`config.mk`:
```
export PLATFORM = sky130hd
export DESIGN_NAME = rsec_bank
export DESIGN_NICKNAME = d
export VERILOG_FILES = /design/src/hdl/rsec_pkg.sv /design/src/hdl/rsec_counter.sv /design/src/hdl/rsec_bank.sv
export SDC_FILE = /design/constraint.sdc
export NUM_CORES = 1
export LEC_CHECK = 0
export BUFFER_PORTS_ARGS = -buffer_cell sky130_fd_sc_hd__buf_2
export CAP_MARGIN = 20
export CORE_ASPECT_RATIO = 0.75
export CORE_MARGIN = 4
export CORE_UTILIZATION = 63
export DETAILED_ROUTE_END_ITERATION = 8
export PLACE_DENSITY = 0.81
export SLEW_MARGIN = 25
export SYNTH_ARGS = -nofsm -noshare
export SYNTH_HDL_FRONTEND = slang
export SYNTH_HIERARCHICAL = 1
export SYNTH_SLANG_ARGS = --single-unit
```
`constraint.sdc`:
```
create_clock -name clk -period 5.74 [get_ports clk]
set_clock_uncertainty 0.1 [all_clocks]
set_input_delay 1.148 -clock clk [delete_from_list [all_inputs] [get_ports clk]]
set_output_delay 1.148 -clock clk [all_outputs]
set_load 0.01 [all_outputs]
```
`src/hdl/rsec_pkg.sv`:
```
// Package for the receive-signaling capture and error counter bank.
// Assumes one framer clock and one asynchronous reset domain.
package rsec_pkg;

	// Per-port register offsets (byte offsets inside a port window)
	localparam logic [7:0] RSEC_OFS_SIG_FIRST  = 8'h40;
	localparam logic [7:0] RSEC_OFS_SIG_LAST   = 8'h4f;
	localparam logic [7:0] RSEC_OFS_LCV_HIGH   = 8'h50;
	localparam logic [7:0] RSEC_OFS_LCV_LOW    = 8'h51;
	localparam logic [7:0] RSEC_OFS_PCV_HIGH   = 8'h52;
	localparam logic [7:0] RSEC_OFS_PCV_LOW    = 8'h53;
	localparam logic [7:0] RSEC_OFS_SLC_HIGH   = 8'h54;
	localparam logic [7:0] RSEC_OFS_SLC_LOW    = 8'h55;
	localparam logic [7:0] RSEC_OFS_IRQ_STATUS = 8'h70;
	localparam logic [7:0] RSEC_OFS_IRQ_MASK   = 8'h71;

	// Port window geometry
	localparam int         RSEC_PORT_STRIDE    = 32'h200;
	localparam int         RSEC_GROUP_STRIDE   = 32'h2000;
	localparam int         RSEC_PORTS_PER_GRP  = 8;

	// Interrupt status bit positions
	localparam int         RSEC_IRQ_SIG_CHG    = 0;
	localparam int         RSEC_IRQ_OOF_ENTRY  = 1;
	localparam int         RSEC_IRQ_CNT_WRAP   = 2;
	localparam int         RSEC_IRQ_BITS       = 3;

	// Reset values
	localparam logic [15:0] RSEC_CNT_RESET     = 16'h0000;
	localparam logic [7:0]  RSEC_BYTE_RESET    = 8'h00;

	// Signaling capture mode
	typedef enum logic [1:0] {
		RSEC_SIG_T1_ESF = 2'b00,
		RSEC_SIG_T1_D4  = 2'b01,
		RSEC_SIG_E1     = 2'b10
	} rsec_sig_mode_e;

endpackage : rsec_pkg

```
`src/hdl/rsec_counter.sv`:
```
// Saturation-free 16-bit event counter with a wrap pulse.
// Assumes the event input is a clean one-cycle pulse in the clk domain.
module rsec_counter
	import rsec_pkg::*;
#(
	parameter int WIDTH = 16
) (
	// Clock and reset
	input  wire logic             clk,
	input  wire logic             sys_rst,
	// Event and count
	input  wire logic             event_pulse,
	output logic      [WIDTH-1:0] count,
	output logic                  wrap
);

	logic [WIDTH-1:0] count_ff;
	logic             wrap_ff;
	wire  [WIDTH-1:0] nxt_count = count_ff + WIDTH'(1);
	wire              at_top    = &count_ff;

	// Rolls over rather than sticking; software sees the wrap as an event
	always_ff @(posedge clk or posedge sys_rst) begin
		if (sys_rst) begin
			count_ff <= WIDTH'(RSEC_CNT_RESET);
			wrap_ff  <= 1'b0;
		end else begin
			if (event_pulse) begin
				count_ff <= nxt_count;
			end
			wrap_ff <= event_pulse & at_top;
		end
	end

	assign count = count_ff;
	assign wrap  = wrap_ff;

endmodule : rsec_counter

```
`src/hdl/rsec_bank.sv`:
```
// Receive-signaling capture and error counter register bank, one port.
// Assumes a framer that delivers signaling updates per channel, error
// event pulses and an out-of-frame level, all in the clk domain.
//
// Notes on behaviour
// - T1: register k holds channel k ABCD high, channel k+12 low.
// - E1: first register upper nibble zero; others channel k-1, k+14.
// - ESF captures four bits A-D; D4 has only A and B.
// - In D4 the A and B values are copied into C and D.
// - Signaling capture freezes while out of frame.
// - Line violation count upper byte at offset 050h.
// - Line violation count lower byte at offset 051h.
// - Path violation count upper byte at offset 052h.
// - Path violation count lower byte readable in its own register.
// - Sync-loss count upper byte readable, bit 7 is count MSB.
// - Port window at 200h*(port-1) plus 2000h*floor((port-1)/8).
// - All count bytes read zero after reset.
// - Sixteen signaling bytes at offsets 040h through 04Fh.
// - Sync-loss count lower byte at offset 055h.
module rsec_bank
	import rsec_pkg::*;
#(
	parameter int          PORT_NUM  = 1,
	parameter int          ADDR_W    = 16,
	parameter logic [15:0] BASE_ADDR = 16'h0000
) (
	// Clock and reset
	input  wire logic              clk,
	input  wire logic              sys_rst,
	// Register port
	input  wire logic [ADDR_W-1:0] reg_addr,
	input  wire logic [7:0]        reg_wdata,
	input  wire logic              reg_wr,
	input  wire logic              reg_rd,
	output logic      [7:0]        reg_rdata,
	// Framer side
	input  wire logic [1:0]        sig_mode,
	input  wire logic              out_of_frame,
	input  wire logic              sig_upd,
	input  wire logic [4:0]        sig_chan,
	input  wire logic [3:0]        sig_abcd,
	input  wire logic              line_violation,
	input  wire logic              path_violation,
	input  wire logic              sync_loss_event,
	// Interrupt
	output logic                   irq
);

	// Port window base address
	localparam int PORT_OFS = BASE_ADDR
		+ RSEC_PORT_STRIDE * (PORT_NUM - 1)
		+ RSEC_GROUP_STRIDE * ((PORT_NUM - 1) / RSEC_PORTS_PER_GRP);
	localparam logic [ADDR_W-1:0] PORT_BASE = ADDR_W'(PORT_OFS);

	// Signaling store: 32 channel nibbles, channel index 0 = first channel
	logic [3:0]  sig_ff [32];
	logic [7:0]  rdata_ff;
	logic        irq_ff;
	logic        oof_dly_ff;
	logic [RSEC_IRQ_BITS-1:0] status_ff;
	logic [RSEC_IRQ_BITS-1:0] mask_ff;

	logic [15:0] lcv_count;
	logic [15:0] pcv_count;
	logic [15:0] slc_count;
	logic        lcv_wrap;
	logic        pcv_wrap;
	logic        slc_wrap;

	// Address decode
	wire [ADDR_W-1:0] rel_addr  = reg_addr - PORT_BASE;
	wire              in_window = (reg_addr >= PORT_BASE)
		&& (rel_addr < ADDR_W'(RSEC_PORT_STRIDE));
	wire [7:0]        ofs       = rel_addr[7:0];
	wire              ofs_hi_ok = (rel_addr[ADDR_W-1:8] == '0);
	wire              hit       = in_window && ofs_hi_ok;
	wire              sig_hit   = hit && (ofs >= RSEC_OFS_SIG_FIRST)
		&& (ofs <= RSEC_OFS_SIG_LAST);
	wire [3:0]        sig_idx   = ofs[3:0];

	// Mode decode
	wire mode_d4 = (sig_mode == RSEC_SIG_T1_D4);
	wire mode_e1 = (sig_mode == RSEC_SIG_E1);

	// Only A and B exist in D4, so C and D take their values
	wire [3:0] cap_abcd = mode_d4 ? {sig_abcd[3:2], sig_abcd[3:2]}
		: sig_abcd;
	wire       cap_en   = sig_upd && !out_of_frame;

	// Channel nibble selection per register; T1 pairs k with k+12,
	// E1 pairs k-1 with k+14 and the first register has no high channel
	wire [4:0] t1_hi_ch = {1'b0, sig_idx};
	wire [4:0] t1_lo_ch = 5'({1'b0, sig_idx} + 5'h0c);
	wire [4:0] e1_hi_ch = 5'({1'b0, sig_idx} - 5'h01);
	wire [4:0] e1_lo_ch = 5'({1'b0, sig_idx} + 5'h0e);
	wire       e1_first = (sig_idx == 4'h0);
	wire       t1_gap   = (sig_idx > 4'hb);
	wire [3:0] hi_nib   = mode_e1
		? (e1_first ? 4'h0 : sig_ff[e1_hi_ch])
		: (t1_gap ? 4'h0 : sig_ff[t1_hi_ch]);
	wire [3:0] lo_nib   = mode_e1
		? (e1_first ? sig_ff[5'h0f] : sig_ff[e1_lo_ch])
		: (t1_gap ? 4'h0 : sig_ff[t1_lo_ch]);
	wire [7:0] sig_byte = {hi_nib, lo_nib};

	// Read mux
	wire [7:0] rd_mux =
		sig_hit                          ? sig_byte :
		!hit                             ? 8'h00 :
		(ofs == RSEC_OFS_LCV_HIGH)       ? lcv_count[15:8] :
		(ofs == RSEC_OFS_LCV_LOW)        ? lcv_count[7:0] :
		(ofs == RSEC_OFS_PCV_HIGH)       ? pcv_count[15:8] :
		(ofs == RSEC_OFS_PCV_LOW)        ? pcv_count[7:0] :
		(ofs == RSEC_OFS_SLC_HIGH)       ? slc_count[15:8] :
		(ofs == RSEC_OFS_SLC_LOW)        ? slc_count[7:0] :
		(ofs == RSEC_OFS_IRQ_STATUS)     ? 8'(status_ff) :
		(ofs == RSEC_OFS_IRQ_MASK)       ? 8'(mask_ff) :
		8'h00;

	// Only the interrupt registers accept writes
	wire wr_status = reg_wr && hit && (ofs == RSEC_OFS_IRQ_STATUS);
	wire wr_mask   = reg_wr && hit && (ofs == RSEC_OFS_IRQ_MASK);

	// Interrupt events
	wire sig_change = cap_en && (sig_ff[sig_chan] != cap_abcd);
	wire oof_entry  = out_of_frame && !oof_dly_ff;
	wire cnt_wrap   = lcv_wrap || pcv_wrap || slc_wrap;
	wire [RSEC_IRQ_BITS-1:0] irq_evt = {cnt_wrap, oof_entry, sig_change};
	wire [RSEC_IRQ_BITS-1:0] w1c     =
		wr_status ? reg_wdata[RSEC_IRQ_BITS-1:0] : '0;
	// Set wins over a simultaneous clear so no event is lost
	wire [RSEC_IRQ_BITS-1:0] nxt_status = (status_ff & ~w1c) | irq_evt;
	wire nxt_irq = |(nxt_status & mask_ff);

	// Signaling capture, one nibble per channel; host writes never land
	for (genvar ch = 0; ch < 32; ch++) begin : g_sig
		always_ff @(posedge clk or posedge sys_rst) begin
			if (sys_rst) begin
				sig_ff[ch] <= 4'h0;
			end else if (cap_en && (sig_chan == 5'(ch))) begin
				sig_ff[ch] <= cap_abcd;
			end
		end
	end

	// Read data, valid only the cycle after the strobe
	always_ff @(posedge clk or posedge sys_rst) begin
		if (sys_rst) begin
			rdata_ff <= RSEC_BYTE_RESET;
		end else begin
			rdata_ff <= reg_rd ? rd_mux : RSEC_BYTE_RESET;
		end
	end

	// Interrupt status and mask
	always_ff @(posedge clk or posedge sys_rst) begin
		if (sys_rst) begin
			status_ff  <= '0;
			mask_ff    <= '0;
			irq_ff     <= 1'b0;
			oof_dly_ff <= 1'b0;
		end else begin
			status_ff  <= nxt_status;
			irq_ff     <= nxt_irq;
			oof_dly_ff <= out_of_frame;
			if (wr_mask) begin
				mask_ff <= reg_wdata[RSEC_IRQ_BITS-1:0];
			end
		end
	end

	// Error counters; the counting criteria live in the framer
	rsec_counter #(
		.WIDTH       (16)
	) u_lcv (
		.clk         (clk),
		.sys_rst     (sys_rst),
		.event_pulse (line_violation),
		.count       (lcv_count),
		.wrap        (lcv_wrap)
	);

	rsec_counter #(
		.WIDTH       (16)
	) u_pcv (
		.clk         (clk),
		.sys_rst     (sys_rst),
		.event_pulse (path_violation),
		.count       (pcv_count),
		.wrap        (pcv_wrap)
	);

	rsec_counter #(
		.WIDTH       (16)
	) u_slc (
		.clk         (clk),
		.sys_rst     (sys_rst),
		.event_pulse (sync_loss_event),
		.count       (slc_count),
		.wrap        (slc_wrap)
	);

	assign reg_rdata = rdata_ff;
	assign irq       = irq_ff;

	// Checks
	sig_freeze_a: assert property (@(posedge clk) disable iff (sys_rst)
		(out_of_frame && sig_upd) |=> (sig_ff[$past(sig_chan)]
			== $past(sig_ff[sig_chan])))
		else $error("signaling changed while out of frame");

	d4_copy_a: assert property (@(posedge clk) disable iff (sys_rst)
		(cap_en && mode_d4) |=>
			(sig_ff[$past(sig_chan)][1:0] == sig_ff[$past(sig_chan)][3:2]))
		else $error("D4 capture did not copy A and B into C and D");

	esf_capture_a: assert property (@(posedge clk) disable iff (sys_rst)
		(cap_en && sig_mode == RSEC_SIG_T1_ESF) |=>
			(sig_ff[$past(sig_chan)] == $past(sig_abcd)))
		else $error("ESF capture lost a signaling bit");

	e1_first_a: assert property (@(posedge clk) disable iff (sys_rst)
		(reg_rd && sig_hit && mode_e1 && e1_first) |=>
			(reg_rdata[7:4] == 4'h0 && reg_rdata[3:0] == $past(sig_ff[15])))
		else $error("first E1 signaling byte wrong");

	t1_pair_a: assert property (@(posedge clk) disable iff (sys_rst)
		(reg_rd && sig_hit && !mode_e1 && !t1_gap) |=>
			(reg_rdata == {$past(sig_ff[t1_hi_ch]), $past(sig_ff[t1_lo_ch])}))
		else $error("T1 signaling pairing wrong");

	lcv_read_a: assert property (@(posedge clk) disable iff (sys_rst)
		(reg_rd && hit && ofs == RSEC_OFS_LCV_HIGH) |=>
			(reg_rdata == $past(lcv_count[15:8])))
		else $error("line count high byte wrong");

	slc_read_a: assert property (@(posedge clk) disable iff (sys_rst)
		(reg_rd && hit && ofs == RSEC_OFS_SLC_LOW) |=>
			(reg_rdata == $past(slc_count[7:0])))
		else $error("sync loss count low byte wrong");

	write_ignored_a: assert property (@(posedge clk) disable iff (sys_rst)
		(reg_wr && !line_violation) |=> $stable(lcv_count))
		else $error("host write changed a counter");

	count_step_a: assert property (@(posedge clk) disable iff (sys_rst)
		(path_violation) |=> (pcv_count == 16'($past(pcv_count) + 16'h1)))
		else $error("path count did not advance by one");

	irq_level_a: assert property (@(posedge clk) disable iff (sys_rst)
		##1 (irq == |($past(nxt_status) & $past(mask_ff))))
		else $error("interrupt does not follow masked status");

	lcv_low_read_a: assert property (@(posedge clk) disable iff (sys_rst)
		(reg_rd && hit && ofs == RSEC_OFS_LCV_LOW) |=>
			(reg_rdata == $past(lcv_count[7:0])))
		else $error("line count low byte wrong");

	pcv_high_read_a: assert property (@(posedge clk) disable iff (sys_rst)
		(reg_rd && hit && ofs == RSEC_OFS_PCV_HIGH) |=>
			(reg_rdata == $past(pcv_count[15:8])))
		else $error("path count high byte wrong");

	pcv_low_read_a: assert property (@(posedge clk) disable iff (sys_rst)
		(reg_rd && hit && ofs == RSEC_OFS_PCV_LOW) |=>
			(reg_rdata == $past(pcv_count[7:0])))
		else $error("path count low byte wrong");

	slc_high_read_a: assert property (@(posedge clk) disable iff (sys_rst)
		(reg_rd && hit && ofs == RSEC_OFS_SLC_HIGH) |=>
			(reg_rdata == $past(slc_count[15:8])))
		else $error("sync loss count high byte wrong");

	t1_gap_zero_a: assert property (@(posedge clk) disable iff (sys_rst)
		(reg_rd && sig_hit && !mode_e1 && t1_gap) |=>
			(reg_rdata == 8'h00))
		else $error("unused T1 signaling byte not zero");

	e1_pair_a: assert property (@(posedge clk) disable iff (sys_rst)
		(reg_rd && sig_hit && mode_e1 && !e1_first) |=>
			(reg_rdata == {$past(sig_ff[e1_hi_ch]), $past(sig_ff[e1_lo_ch])}))
		else $error("E1 signaling pairing wrong");

	miss_zero_a: assert property (@(posedge clk) disable iff (sys_rst)
		(reg_rd && !hit) |=> (reg_rdata == 8'h00))
		else $error("read outside the port window not zero");

	// Read data must not linger, or a stale byte looks like a fresh one
	rd_idle_zero_a: assert property (@(posedge clk) disable iff (sys_rst)
		(!reg_rd) |=> (reg_rdata == 8'h00))
		else $error("read data stands without a read strobe");

	sig_wr_ignored_a: assert property (@(posedge clk) disable iff (sys_rst)
		(reg_wr && !sig_upd) |=>
			(sig_ff[$past(sig_chan)] == $past(sig_ff[sig_chan])))
		else $error("host write changed a signaling nibble");

	pcv_wr_ignored_a: assert property (@(posedge clk) disable iff (sys_rst)
		(reg_wr && !path_violation) |=> $stable(pcv_count))
		else $error("host write changed the path count");

	slc_wr_ignored_a: assert property (@(posedge clk) disable iff (sys_rst)
		(reg_wr && !sync_loss_event) |=> $stable(slc_count))
		else $error("host write changed the sync loss count");

	lcv_step_a: assert property (@(posedge clk) disable iff (sys_rst)
		(line_violation) |=> (lcv_count == 16'($past(lcv_count) + 16'h1)))
		else $error("line count did not advance by one");

	slc_step_a: assert property (@(posedge clk) disable iff (sys_rst)
		(sync_loss_event) |=> (slc_count == 16'($past(slc_count) + 16'h1)))
		else $error("sync loss count did not advance by one");

	pcv_hold_a: assert property (@(posedge clk) disable iff (sys_rst)
		(!path_violation) |=> $stable(pcv_count))
		else $error("path count moved without an event");

	irq_masked_a: assert property (@(posedge clk) disable iff (sys_rst)
		(mask_ff == '0) |=> !irq)
		else $error("interrupt raised with every source masked");

	sig_flag_a: assert property (@(posedge clk) disable iff (sys_rst)
		(sig_change) |=> status_ff[RSEC_IRQ_SIG_CHG])
		else $error("signaling change not flagged");

	oof_flag_a: assert property (@(posedge clk) disable iff (sys_rst)
		(oof_entry) |=> status_ff[RSEC_IRQ_OOF_ENTRY])
		else $error("out of frame entry not flagged");

endmodule : rsec_bank

```
* Yosys cells after proc, flatten, opt, wreduce, memory -nomap -nowiden
Cells that the tools add are included.
** Storage, ports and cells
- Input port bits :: 44
- Register bits :: 195
- Output and inout port bits :: 9
** Operators by class
- Bitwise operators :: 12
- Magnitude comparators :: 10
- Add/subtract/negate cells :: 6
- Equal/unequal tests :: 42
- Reduce and logical (&&, ||, !) cells :: 53
- Muxes and demuxes :: 34
** Operators by type and width (number)
- $bmux 4 s5 :: 5
- $eq 5x5->1 const B :: 16
- $mux 8 :: 9
- $eq 8x7->1 const B :: 8
- $mux 4 :: 16
- $add 16x1->16 const B :: 3
- $reduce_and 16->1 :: 3
- $logic_and 1x1->1 :: 42
- $eq 5x4->1 const B :: 8
- $ge 6x6->1 const B :: 5
- $not 5->6 :: 4
- $eq 5x3->1 const B :: 4
- $ge 16x1->1 const B :: 1
- $lt 16x10->1 const B :: 1
- $add 4x4->5 const B :: 2
- $eq 5x2->1 const B :: 2
- $mux 3 :: 3
- $ge 8x7->1 const B :: 1
- $le 8x7->1 const B :: 1
- $logic_not 8->1 :: 1
- $and 3x3->3 :: 2
- $not 4->6 :: 1
- $eq 5x1->1 const B :: 1
- $logic_not 5->1 :: 1
- 13 further kinds :: 17

* Longest topological paths before layout
- Depth in word-level cells :: 12
- Mapped depth :: 14
- Gate-level depth less buffers :: 9

* Cells and area by module
The synthesis kept the hierarchy.
** By module, submodules not included
- rsec_bank :: instances 1, area an instance 10476.3 um^2, cells an instance 850
- rsec_counter :: instances 3, area an instance 728.2 um^2, cells an instance 63

* Least setup slack after synthesis
No wires, ideal clock.
- Kind :: input -> register
- From :: input reg_addr[1]
- To :: register rdata_ff[2], in the netlist reg_rdata[2]
- Stages on the path :: 14
- Required time :: 5509 ps
- Arrival :: 4073 ps
- Buffers on the path :: 6
- Setup slack :: 1436 ps
- Library setup time :: 131 ps
- Path through :: clkbuf_1 buf_2 buf_2 inv_1 ha_1 clkbuf_1 buf_2 buf_2 mux4_2 mux4_2 nand2_1 a31oi_1 nand4_1 nand4_1
** Between the ends
- Word-level cells in the longest chain between the ends :: 12
** RTL lines
- start, declared :: line rsec_bank.sv:31 : input wire logic [ADDR_W-1:0] reg_addr,
- parallel branches: the longest is 10 deep, another holds $add 4x4->5
- $mux 8 * :: line rsec_bank.sv:108 : sig_hit ? sig_byte :
- $mux 8 * :: line rsec_bank.sv:151 : rdata_ff <= reg_rd ? rd_mux : RSEC_BYTE_RESET;
- end signal, assigned :: line rsec_bank.sv:151
- end, declared :: line rsec_bank.sv:57 : logic [7:0] rdata_ff;
Every way passes the cells marked *. The select of a mux whose other input is x is not followed.
A chain may end at the register's enable or synchronous reset.

* Worst setup path in the final report
- From :: input reg_addr[2]
- To :: register rdata_ff[3], in the netlist reg_rdata[3]
** Between the ends
- Word-level cells in the longest chain between the ends :: 10
** RTL lines (line)
- parallel branches: the longest is 8 deep, another holds $add 4x4->5
- $mux 8 * :: rsec_bank.sv:108
- $mux 8 * :: rsec_bank.sv:151
Marks and branches as above.

==> results.ini <==
[floorplan]
core-area_um2 = 19500
rows = 44
die_y_um = 131
pin_count = 53
dieArea_um2 = 22500
fp.dieW_um = 172
initial_core_util_pct = 64.8

[worst_setup_path]
critPathArrivalTime_ns = 4.63
reg2reg_to = reg_rdata[3]$_DFF_PP0_
startpoint_type = primary input
crit_fanout = 32
reg2reg_depth = 5
critPathKind = primary input to flop
cp.required_ns = 5.94
cp-endpoint = reg_rdata[3]$_DFF_PP0_
rrSetupSlack_ns = 3.19
r2r_start = sig_ff[51]$_DFFE_PP0P_
worstSetupStartpoint = reg_addr[2]
worstSetupEndpointType = flop

[timing]
tightestPinTransition_ns = 1.05
fin_tns_setup_ns = 0
slew_headroom_pct = 29.5
slew_violations = 0
period_needed_ns = 4.42
fin_ws_ns = 1.32
final_hold_viol_count = 0
finalHoldWorstSlack_ns = 0.387
finalSetupViolCount = 0
finalCritPeriodShare_pct = 77.1
rsz0062_at_grt = false
fmax_mhz = 226

[clock_tree]
post-cts-setup-buffers = 0
clkSinkCount = 195
clock_tree.root_cell = clkbuf_16
htreeDepth = 4
clockBufferDepth = 2
ctsResizeCount = 0
clk_latency_ns = 0.45
tritoncts = yes
cts_buffers = 17
clkTransAtPathRegs_ns = 0.07
ctsHoldBuffers = 0

[cells_and_area]
diodes = 0
multi_input_area_um2 = 7440
drive_above_1_share_pct = 31.2
fin_area_um2 = 13700
syn_to_final_growth_pct = 7.97
register_area_um2 = 4880
nNetsFinal = 1113
nFillCells = 1333
finish.utilization_pct = 69.9

[pwr]
p_sw_share_pct = 33.1
p_clk_share_pct = 29.7
p_comb_share_pct = 23.9
powerDensity_nw_per_um2 = 300
intPower_uw = 2740
p_leak_uw = 0.00570
seqPwrFrac_pct = 46.4
switchingPower_uw = 1360
peakVddDrop_mv = 0.223

[logic_synthesis]
synthCells = 1039
ys.warnings.count = 6
synth_edf_count = 0
syn_nets = 1096
synth_common_cells = 195 x dfrtp_1, 146 x mux4_2, 96 x nand2_1
async_reset_ff_share_pct = 100
syn_area_per_cell_um2 = 12.2
ys.flop_type = dfrtp_1
synth_top_area_share_pct = 38.5
synth_most_common_cell = dfrtp_1
yosysTopAreaCell = dfrtp_1
ys_types = 58
synth_seq_cells = 195
synth.area.top_cells = dfrtp_1 39%, mux4_2 26%, mux2_2 6.5%
ys_seq_area_share_pct = 38.5
mappedNetlistArea_um2 = 12700

[global_routing]
grt-ovfl-total = 0
grt_use_total_pct = 34.8
grt_max_degree = 111
grt_pass1_wl_um = 57500
grt_pass1_vias = 9579
antenna_found_initial = 1

[placed_design]
place_ws_ns = 1.13
place_hpwl_um = 25400
gp_congestion = 0.950
dpl_cell_area_um2 = 13100
portBuffers = 47

[run]
maxCapViolCount = 0

[routing]
antenna_left = 0
dr.pass1.iters = 8
wl_per_cell_um = 28.3
drc = 0
post_drt_via_cell_ratio = 7.61
dr.first_iter.drc_count = 1639
vias = 10100
drt_wl_total_um = 37400

[hold_path]
min_path_type = flop to flop

[outcome]
outcome = finished clean

## placed cells by master (no fill, tap or decap), drive strengths merged, types with 5 or more instances in the layout
cell type	n
dfrtp	195
mux4	146
nand2	96
nor2	76
mux2	73
buf	61
a21oi	52
o21ai	49
xor2	26
xnor2	26
inv	26
mux2i	24
nand3	22
nand4	22
nor3	19
clkbuf	18
ha	13
o22ai	12
a211oi	12
nor2b	9
a22oi	9
a221oi	8
nor4	8
nand2b	6
and2	5
and3	5
## per-stage QoR
stage / std cells / total power [uW]
after detailed placement: 1290 / 2850
after CTS: 1322 / 4070
final: 1322 / 4100
after global routing: 1322 / 4260
after global placement: 1290 / 2800
after floorplan: 1039 / 2560
## cells by family (layout without fill, tap and decap cells)
logic type               Yosys count  count (layout)  synth area share (%)
AO/OA/AOI/OAI                    170             170                  8.24
XOR/XNOR                          52              52                  3.78
adder cells (fa/ha/maj)           13              13                  1.28
buffers and inverters             82             112                  2.98
flip-flops                       195             195                  38.5
multiplexers                     243             243                  34.4
AND/OR/NAND/NOR                  284             284                  10.8
## registers in the layout, summed over array words and instances, names as in the netlist, 3 cells and up
name and count:
u_lcv/count 16, u_pcv/count 16, status_ff 3, mask_ff 3, sig_ff 128, u_slc/count 16, reg_rdata 8
## final cells by class
class                           instances  share of cell area, %
Clock buffer                           18                   3.14
Clock inverter                         14                   1.22
Inverter                               19                  0.577
Multi-Input combinational cell        762                   54.5
Sequential cell                       195                   35.7
Tap cell                              253                   2.32
Timing Repair Buffer                   61                   2.60
## power by group through the flow
stage	clock [uW]	combinational, uW	sequential (uW)
after floorplan	0	767	1790
after global placement	0	919	1880
after detailed placement	0	953	1900
after CTS	1220	962	1880
after global routing	1280	1050	1930
final	1220	981	1900
## metal layers
| metal | vias up | global-route usage [%] | share of wire (%) |
|---|---|---|---|
| li1 | 4060 | - | - |
| met5 | - | 0 | 0.072 |
| met4 | 4 | 11.1 | 3.7 |
| met1 | 4953 | 50.1 | 37 |
| met2 | 907 | 47.4 | 42 |
| met3 | 143 | 16.3 | 17 |
## worst min-delay path by stage
stage,cells after the start,start,to,slack [ns]
global route,1,u_pcv/wrap$_DFF_PP0_,status_ff[2]$_DFF_PP0_,0.41
global placement,1,u_pcv/wrap$_DFF_PP0_,status_ff[2]$_DFF_PP0_,0.35
floorplan,1,u_pcv/wrap$_DFF_PP0_,status_ff[2]$_DFF_PP0_,0.33
detailed placement,1,u_pcv/wrap$_DFF_PP0_,status_ff[2]$_DFF_PP0_,0.35
CTS,1,u_pcv/wrap$_DFF_PP0_,status_ff[2]$_DFF_PP0_,0.38
finish,1,u_pcv/wrap$_DFF_PP0_,status_ff[2]$_DFF_PP0_,0.39
## critical path, stage by stage
cell	delay [ns]
buf_2	0.43
inv_1	0.39
ha_1	0.39
buf_4	0.46
mux4_2	0.41
mux4_2	0.49
mux2i_1	0.21
a21oi_1	0.11
a21oi_1	0.41
a211oi_1	0.14
(Power assumes the default switching activity.)
